==> config.mk <==
export PLATFORM = sky130hd
export DESIGN_NAME = usd_shadow_port
export DESIGN_NICKNAME = d
export VERILOG_FILES = /design/src/core/usd_pkg.sv /design/src/core/usd_shadow_port.sv
export SDC_FILE = /design/constraint.sdc
export NUM_CORES = 1
export LEC_CHECK = 0
export BUFFER_PORTS_ARGS = -buffer_cell sky130_fd_sc_hd__clkbuf_2
export CORE_MARGIN = 5
export CORE_UTILIZATION = 50
export CTS_CLUSTER_SIZE = 24
export DETAILED_ROUTE_END_ITERATION = 8
export PLACE_DENSITY = 0.72
export RECOVER_POWER = 25
export SLEW_MARGIN = 5
export SYNTH_ARGS = -nofsm -noshare
export SYNTH_HDL_FRONTEND = slang
export SYNTH_SLANG_ARGS = --single-unit
export TNS_END_PERCENT = 100
==> constraint.sdc <==
create_clock -name i_clk -period 3.2 [get_ports i_clk]
set_clock_uncertainty 0.15 [all_clocks]
set_input_delay 0 -clock i_clk [delete_from_list [all_inputs] [get_ports i_clk]]
set_output_delay 0 -clock i_clk [all_outputs]
set_load 0.005 [all_outputs]
==> src/core/usd_pkg.sv <==
// Constants and carriers for the shadow receive/transmit data port.
// Assumes a plain single-cycle register port and an external serializer.
package usd_pkg;
  localparam int          ADDR_W          = 32;
  localparam int          DEPTH           = 16;
  localparam int          PTR_W           = 4;
  localparam int          CNT_W           = 5;
  // Sixteen word aliases; printed offsets are multiples of four
  localparam logic [31:0] ALIAS_BASE      = 32'h50001130;
  localparam logic [31:0] ALIAS_LAST      = 32'h5000116C;
  localparam logic [31:0] ALIAS_12        = 32'h50001160;
  localparam logic [31:0] ALIAS_13        = 32'h50001164;
  localparam logic [31:0] CTRL_OFF        = 32'h50001180;
  localparam logic [31:0] LSR_OFF         = 32'h50001184;
  localparam logic [31:0] INT_STAT_OFF    = 32'h50001188;
  localparam logic [31:0] INT_MASK_OFF    = 32'h5000118C;
  // Control fields
  localparam int          CTRL_FIFO_EN    = 0;
  localparam int          CTRL_IR_MODE    = 1;
  // Line status fields
  localparam int          LSR_DR          = 0;
  localparam int          LSR_OE          = 1;
  localparam int          LSR_TX_HOLDING_EMPTY        = 5;
  // Interrupt status fields
  localparam int          IRQ_RX          = 0;
  localparam int          IRQ_OVR         = 1;
  localparam int          IRQ_TXE         = 2;
  localparam int          IRQ_TXDROP      = 3;
  localparam logic [3:0]  MASK_RESET      = 4'h0;
  localparam logic [15:0] ALIAS_RESET     = 16'h0000;

  typedef struct packed {
    logic        valid;
    logic [7:0]  data;
  } usd_byte_t;

  typedef struct packed {
    logic [ADDR_W-1:0] addr;
    logic [31:0]       wdata;
    logic              wr;
    logic              rd;
  } usd_bus_t;
endpackage : usd_pkg

==> src/core/usd_shadow_port.sv <==
// Shadow receive buffer / transmit holding data path with FIFOs.
// Assumes external deserializers deliver received bytes as pulses and an
// external serializer takes bytes with a valid/ready handshake.
`timescale 1ns/100ps

// Overview of operation
// - Sixteen word aliases all reach the same receive and transmit path.
// - Low byte read returns byte from serial input or infrared input by mode.
// - FIFOs off: unread byte overwritten by next one, overrun flagged.
// - FIFOs on: alias read returns the oldest receive FIFO entry.
// - Receive FIFO full: keep entries, drop new byte, flag overrun.
// - FIFOs off: one write clears the transmit-holding-empty flag.
// - FIFOs off: further writes overwrite the held character.
// - FIFOs on: sixteen characters accepted before transmit FIFO is full.
// - Write to full transmit FIFO is discarded.
// - Infrared mode sends characters on the active-low infrared output.
// - Normal mode sends characters on the plain serial output.
module usd_shadow_port (
  input  wire logic              i_clk,
  input  wire logic              i_reset,
  input  wire usd_pkg::usd_bus_t i_bus,
  output logic [31:0]            o_rdata,
  input  wire usd_pkg::usd_byte_t i_rx_serial,
  input  wire usd_pkg::usd_byte_t i_rx_ir,
  output usd_pkg::usd_byte_t     o_tx_serial,
  output usd_pkg::usd_byte_t     o_tx_ir_n,
  input  wire logic              i_tx_ready,
  output logic                   o_irq
);
  import usd_pkg::*;

  logic [7:0]       rx_mem [DEPTH];
  logic [7:0]       tx_mem [DEPTH];
  logic [PTR_W-1:0] rx_rd, rx_wr, tx_rd, tx_wr;
  logic [CNT_W-1:0] rx_cnt, tx_cnt;
  logic [1:0]       ctrl;
  logic             overrun;
  logic [3:0]       int_stat, int_mask;
  logic             alias_hit, rx_pop, tx_push, tx_pop, tx_drop, rx_in, rx_drop;
  logic [7:0]       rx_byte;
  logic [CNT_W-1:0] rx_cap, tx_cap;
  logic             tx_valid, tx_holding_empty, ovr_evt;
  logic             prev_tx_holding_empty;

  // Alias window decode, word aligned
  assign alias_hit = (i_bus.addr >= ALIAS_BASE) && (i_bus.addr <= ALIAS_LAST)
                     && (i_bus.addr[1:0] == 2'b00);
  // Source select by mode
  assign rx_in   = ctrl[CTRL_IR_MODE] ? i_rx_ir.valid : i_rx_serial.valid;
  assign rx_byte = ctrl[CTRL_IR_MODE] ? i_rx_ir.data  : i_rx_serial.data;
  // Capacity is one entry with FIFOs off, full depth with FIFOs on
  assign rx_cap  = ctrl[CTRL_FIFO_EN] ? CNT_W'(DEPTH) : CNT_W'(1);
  assign tx_cap  = ctrl[CTRL_FIFO_EN] ? CNT_W'(DEPTH) : CNT_W'(1);
  assign rx_pop  = i_bus.rd && alias_hit && (rx_cnt != '0);
  assign rx_drop = rx_in && (rx_cnt == rx_cap) && !rx_pop && ctrl[CTRL_FIFO_EN];
  assign ovr_evt = rx_in && (rx_cnt == rx_cap) && !rx_pop;
  assign tx_valid = (tx_cnt != '0);
  assign tx_pop  = tx_valid && i_tx_ready;
  assign tx_push = i_bus.wr && alias_hit;
  assign tx_drop = tx_push && ctrl[CTRL_FIFO_EN] && (tx_cnt == tx_cap) && !tx_pop;
  assign tx_holding_empty    = (tx_cnt == '0);

  // Receive storage and pointers
  always_ff @(posedge i_clk) begin
    if (i_reset) begin
      rx_rd  <= '0;
      rx_wr  <= '0;
      rx_cnt <= '0;
    end else begin
      if (rx_in && !ctrl[CTRL_FIFO_EN]) begin
        rx_mem[0] <= rx_byte;
        rx_rd     <= '0;
        rx_wr     <= '0;
        rx_cnt    <= CNT_W'(1);
      end else if (rx_pop && !ctrl[CTRL_FIFO_EN]) begin
        rx_cnt <= '0; // Read empties the single buffer
      end else begin
        if (rx_in && !rx_drop) begin
          rx_mem[rx_wr] <= rx_byte;
          rx_wr         <= rx_wr + PTR_W'(1);
        end
        if (rx_pop) begin
          rx_rd <= rx_rd + PTR_W'(1);
        end
        rx_cnt <= rx_cnt + CNT_W'(rx_in && !rx_drop) - CNT_W'(rx_pop);
      end
    end
  end

  // Transmit storage and pointers
  always_ff @(posedge i_clk) begin
    if (i_reset) begin
      tx_rd  <= '0;
      tx_wr  <= '0;
      tx_cnt <= '0;
    end else if (!ctrl[CTRL_FIFO_EN]) begin
      if (tx_push) begin
        tx_mem[0] <= i_bus.wdata[7:0];
        tx_cnt    <= CNT_W'(1);
      end else if (tx_pop) begin
        tx_cnt <= '0;
      end
      tx_rd <= '0;
      tx_wr <= '0;
    end else begin
      if (tx_push && !tx_drop) begin
        tx_mem[tx_wr] <= i_bus.wdata[7:0];
        tx_wr         <= tx_wr + PTR_W'(1);
      end
      if (tx_pop) begin
        tx_rd <= tx_rd + PTR_W'(1);
      end
      tx_cnt <= tx_cnt + CNT_W'(tx_push && !tx_drop) - CNT_W'(tx_pop);
    end
  end

  // Outbound byte steered by mode; data from flip-flops
  always_comb begin
    o_tx_serial.valid = tx_valid && !ctrl[CTRL_IR_MODE];
    o_tx_serial.data  = tx_mem[tx_rd];
    o_tx_ir_n.valid   = tx_valid && ctrl[CTRL_IR_MODE];
    o_tx_ir_n.data    = ~tx_mem[tx_rd];
  end

  // Control register and overrun flag
  always_ff @(posedge i_clk) begin
    if (i_reset) begin
      ctrl    <= 2'h0;
      overrun <= 1'b0;
    end else begin
      if (i_bus.wr && i_bus.addr == CTRL_OFF) begin
        ctrl <= i_bus.wdata[1:0];
      end
      if (ovr_evt) begin
        overrun <= 1'b1;
      end else if (i_bus.rd && i_bus.addr == LSR_OFF) begin
        overrun <= 1'b0;
      end
    end
  end

  // Sticky interrupt status, write one to clear, set wins
  always_ff @(posedge i_clk) begin
    if (i_reset) begin
      int_stat  <= 4'h0;
      int_mask  <= MASK_RESET;
      prev_tx_holding_empty <= 1'b1;
    end else begin
      prev_tx_holding_empty <= tx_holding_empty;
      if (i_bus.wr && i_bus.addr == INT_MASK_OFF) begin
        int_mask <= i_bus.wdata[3:0];
      end
      int_stat <= (int_stat & ~((i_bus.wr && i_bus.addr == INT_STAT_OFF)
                  ? i_bus.wdata[3:0] : 4'h0))
                | {tx_drop, tx_holding_empty && !prev_tx_holding_empty, ovr_evt, rx_in};
    end
  end

  assign o_irq = |(int_stat & int_mask);

  // Read data, one cycle after the strobe
  always_ff @(posedge i_clk) begin
    if (i_reset) begin
      o_rdata <= 32'h0;
    end else if (i_bus.rd) begin
      if (alias_hit) begin
        o_rdata <= {16'h0, 8'h00, rx_mem[rx_rd]};
      end else begin
        case (i_bus.addr)
          CTRL_OFF:     o_rdata <= {30'h0, ctrl};
          LSR_OFF:      o_rdata <= {26'h0, tx_holding_empty, 3'h0, overrun || ovr_evt,
                                    rx_cnt != '0};
          INT_STAT_OFF: o_rdata <= {28'h0, int_stat};
          INT_MASK_OFF: o_rdata <= {28'h0, int_mask};
          default:      o_rdata <= 32'h0;
        endcase
      end
    end else begin
      o_rdata <= 32'h0;
    end
  end
endmodule : usd_shadow_port

==> results.sh <==
export IMPL_status="finished clean"
export IMPL_fill_cells=1873
export IMPL_first_pass_iters=5
export IMPL_stdcell_area_um2=15900
export IMPL_via_per_inst=5.59
export IMPL_portBuffers=89
export IMPL_grt_pass1_wl_um=43500
export IMPL_wl_per_cell_um=20.4
export IMPL_rrSetupSlack_ns=0.14
export IMPL_max_freq_ghz=0.322
export IMPL_yosys_top_cells_area="edfxtp_1, mux4_2, dfxtp_1, ha_1, buf_4"
export IMPL_ys_types=57
export IMPL_root_buffer="clkbuf_16"
export IMPL_critPathCaptureType="register"
export IMPL_avgSynthCellArea_um2=16.5
export IMPL_finalMaxSlewViolations=0
export IMPL_leakage_nw=5.37
export IMPL_synth_top_area_cell="edfxtp_1"
export IMPL_finalWeightedCongestion=0.839
export IMPL_top_usage_layer="met2"
export IMPL_worstReg2RegStart="rx_cnt[2]"
export IMPL_crit_fanout=6
export IMPL_clk_pin_slew_ns=0.06
export IMPL_whs_ns=0.0608
export IMPL_worstSetupPathType="input port to register"
export IMPL_gr_usage_met2_pct=34.3
export IMPL_vias=7547
export IMPL_cts_max_level=1
export IMPL_ys_async_sr_fraction_pct=0
export IMPL_netlist_area_um2=13100
export IMPL_place_ws_ns=-0.0177
export IMPL_yosysWarnings=0
export IMPL_routed_wl_um=27500
export IMPL_yosysMostFrequentCell="edfxtp_1"
export IMPL_synthCells=790
export IMPL_power_density_nw_per_um2=514
export IMPL_drt_first_iter_violations=592
export IMPL_startpoint="i_bus[53]"
export IMPL_min_period_ns=3.10
export IMPL_cp_start_kind="input port"
export IMPL_finalHoldViolCount=0
export IMPL_fin_crit_sh_pct=96.9
export IMPL_cts_made_buffers=30
export IMPL_dpl_hpwl_um=18200
export IMPL_ant_nets=0
export IMPL_areaGrowthSynthToFinish_pct=21.4
export IMPL_crit_path_end="int_mask[3]"
export IMPL_synth_seq_area_share_pct=67.1
export IMPL_ys_flop_type="edfxtp_1"
export IMPL_antennaDiodeCount=0
export IMPL_drc=0
export IMPL_start_util_pct=50.4
export IMPL_timing_setup_tns_ns=0
export IMPL_grt_max_degree=33
export IMPL_vdd_ir_drop_max_uv=508
export IMPL_grt_overflow=0
export IMPL_pin_count=138
export IMPL_rows=59
export IMPL_die_h_um=172
export IMPL_hp_class="input port to register"
export IMPL_setup_viol=0
export IMPL_final_nets=1098
export IMPL_first_global_vias=7822
export IMPL_cts_buffer_depth=3
export IMPL_fp_dieW_um=172
export IMPL_grt_met3_usage_pct=2.51
export IMPL_tritoncts="built"
export IMPL_cp_data_required_time_ns=3.53
export IMPL_grtUsageTotal_pct=19.0
export IMPL_met1_usage_pct=24.0
export IMPL_dpl_instance_area_um2=14200
export IMPL_synth_edf_count=256
export IMPL_r2r_end="rx_cnt[4]"
export IMPL_worstMarginPinSlew_ns=0.846
export IMPL_clk_latency_ns=0.53
export IMPL_relSlewSlack_pct=43.6
export IMPL_ys_ff_latch=310
export IMPL_drv_cap=0
export IMPL_rr_worst_depth=17
export IMPL_worst_slack_ns=0.0989
export IMPL_core_area_um2=25900
export IMPL_arrival_ns=3.43
export IMPL_ys_top_cells_by_count="edfxtp_1, mux4_2, dfxtp_1, nand2_1, inv_1"
export IMPL_dieArea_um2=29500
export IMPL_finalPower_w=0.00815
export IMPL_synth_top_cell_area_share_pct=58.9
export IMPL_layout_drive_gt1_share_pct=30.6
export IMPL_clock_sinks=310
export IMPL_antenna_found_initial=0
report_power, final:
group / internal [W] / switching, W
Combinational: 0.000131 / 0.000155
Clock: 0.00208 / 0.00140
Sequential: 0.00438 / 0.00000819
Total: 0.00658 / 0.00156
kinds of logic (layout without fill, tap and decap cells):
| group | Yosys count | in the layout | share of synthesized area [%] |
|---|---|---|---|
| multiplexers | 104 | 104 | 15.8 |
| adder cells (fa/ha/maj) | 18 | 18 | 1.84 |
| XOR/XNOR | 9 | 9 | 0.604 |
| other | 1 | 24 | 0.0287 |
| AND/OR/NAND/NOR | 168 | 168 | 6.78 |
| AO/OA/AOI/OAI | 83 | 83 | 4.22 |
| flip-flops | 310 | 310 | 67.1 |
| buffers and inverters | 97 | 300 | 3.57 |
flip-flops by register name, summed over array words and instances, names as in the netlist, named ones only:
signal	flops
overrun	1
tx_wr	4
tx_mem	128
rx_cnt	5
o_rdata	8
int_stat	4
tx_rd	4
rx_rd	4
prev_tx_holding_empty	1
int_mask	4
rx_mem	128
tx_cnt	5
ctrl	2
rx_wr	4
area by class of cell:
type	instances	area, µm²	area share [%]
inverter	35	131	0.829
clock buffer	42	847	5.34
timing repair buffer	210	1500	9.46
multi-input combinational	406	4040	25.5
tap	335	419	2.64
sequential	310	8770	55.3
clock inverter	13	141	0.892
timing repair:
| action | in CTS | in global routing |
|---|---|---|
| endpoints found under the hold margin | 289 | 0 |
| hold buffers | 53 | 0 |
| gates resized for setup | 1 | 25 |
| setup endpoints to repair | 1 | 38 |
| pin swaps | 2 | 14 |
| setup buffers | 1 | 5 |
| cloned | 0 | 0 |
placed cells by master (no fill, tap or decap), types with 4 or more instances in the layout:
cell type      netlist  final
mux2i_1             13     13
clkbuf_16            0     31
nand3_1             17     17
inv_2                2      6
dlygate4sd3_1        0     50
clkbuf_2             0     71
edfxtp_1           256    256
conb_1               1     24
and3_1               6      6
o31ai_1              5      5
xor2_1               6      6
nor3_1              14     14
clkbuf_1            23     26
nor2b_1              9      9
dfxtp_1             54     51
mux2_2              10     10
nand2b_1            11     11
nor4_1              10      4
o21ai_0             15     14
a21o_1               4      4
nor4_2               0      6
mux4_2              81     81
nand4_1             13     13
nor4b_1              6      4
clkinv_2             0      5
nand2_1             34     32
inv_1               33     29
ha_1                16     13
nor2_1              31     31
buf_4               24     65
a21oi_1             30     27
stage by stage:
| stage | util [%] | cells |
|---|---|---|
| finish | 61.2 | 1351 |
| global route | 61.2 | 1351 |
| CTS | 60.9 | 1348 |
| detailed placement | 55.0 | 1239 |
| global placement | 55.0 | 1239 |
| floorplan | - | 813 |
routing by layer:
metal	vias up	routed length (µm)
met5	-	0
met4	0	762
met3	47	1190
met2	201	14800
met1	3812	10800
li1	3487	-
worst min path at each step:
stage / from / end / slack [ns] / cells past startpoint
final: i_bus[39] / o_rdata[5] / 0.06 / 5
after global routing: i_bus[39] / o_rdata[5] / 0.07 / 5
after CTS: i_bus[39] / o_rdata[5] / 0.01 / 5
after detailed placement: i_tx_ready / tx_cnt[1] / 0.19 / 3
after global placement: i_tx_ready / tx_cnt[1] / 0.18 / 3
after floorplan: i_bus[2] / tx_mem[0][0] / -0.05 / 0
critical path, cell delays in order:
cell	delay [ns]
dlygate4sd3_1	0.54
clkbuf_2	0.12
nor4b_4	0.29
dlygate4sd3_1	0.59
nand3_1	0.08
nor4_2	0.22
buf_4	0.19
nand4_1	0.10
dlygate4sd3_1	0.61
a21oi_1	0.13
dlygate4sd3_1	0.54
Note: power is estimated with default switching activity, not from simulation.
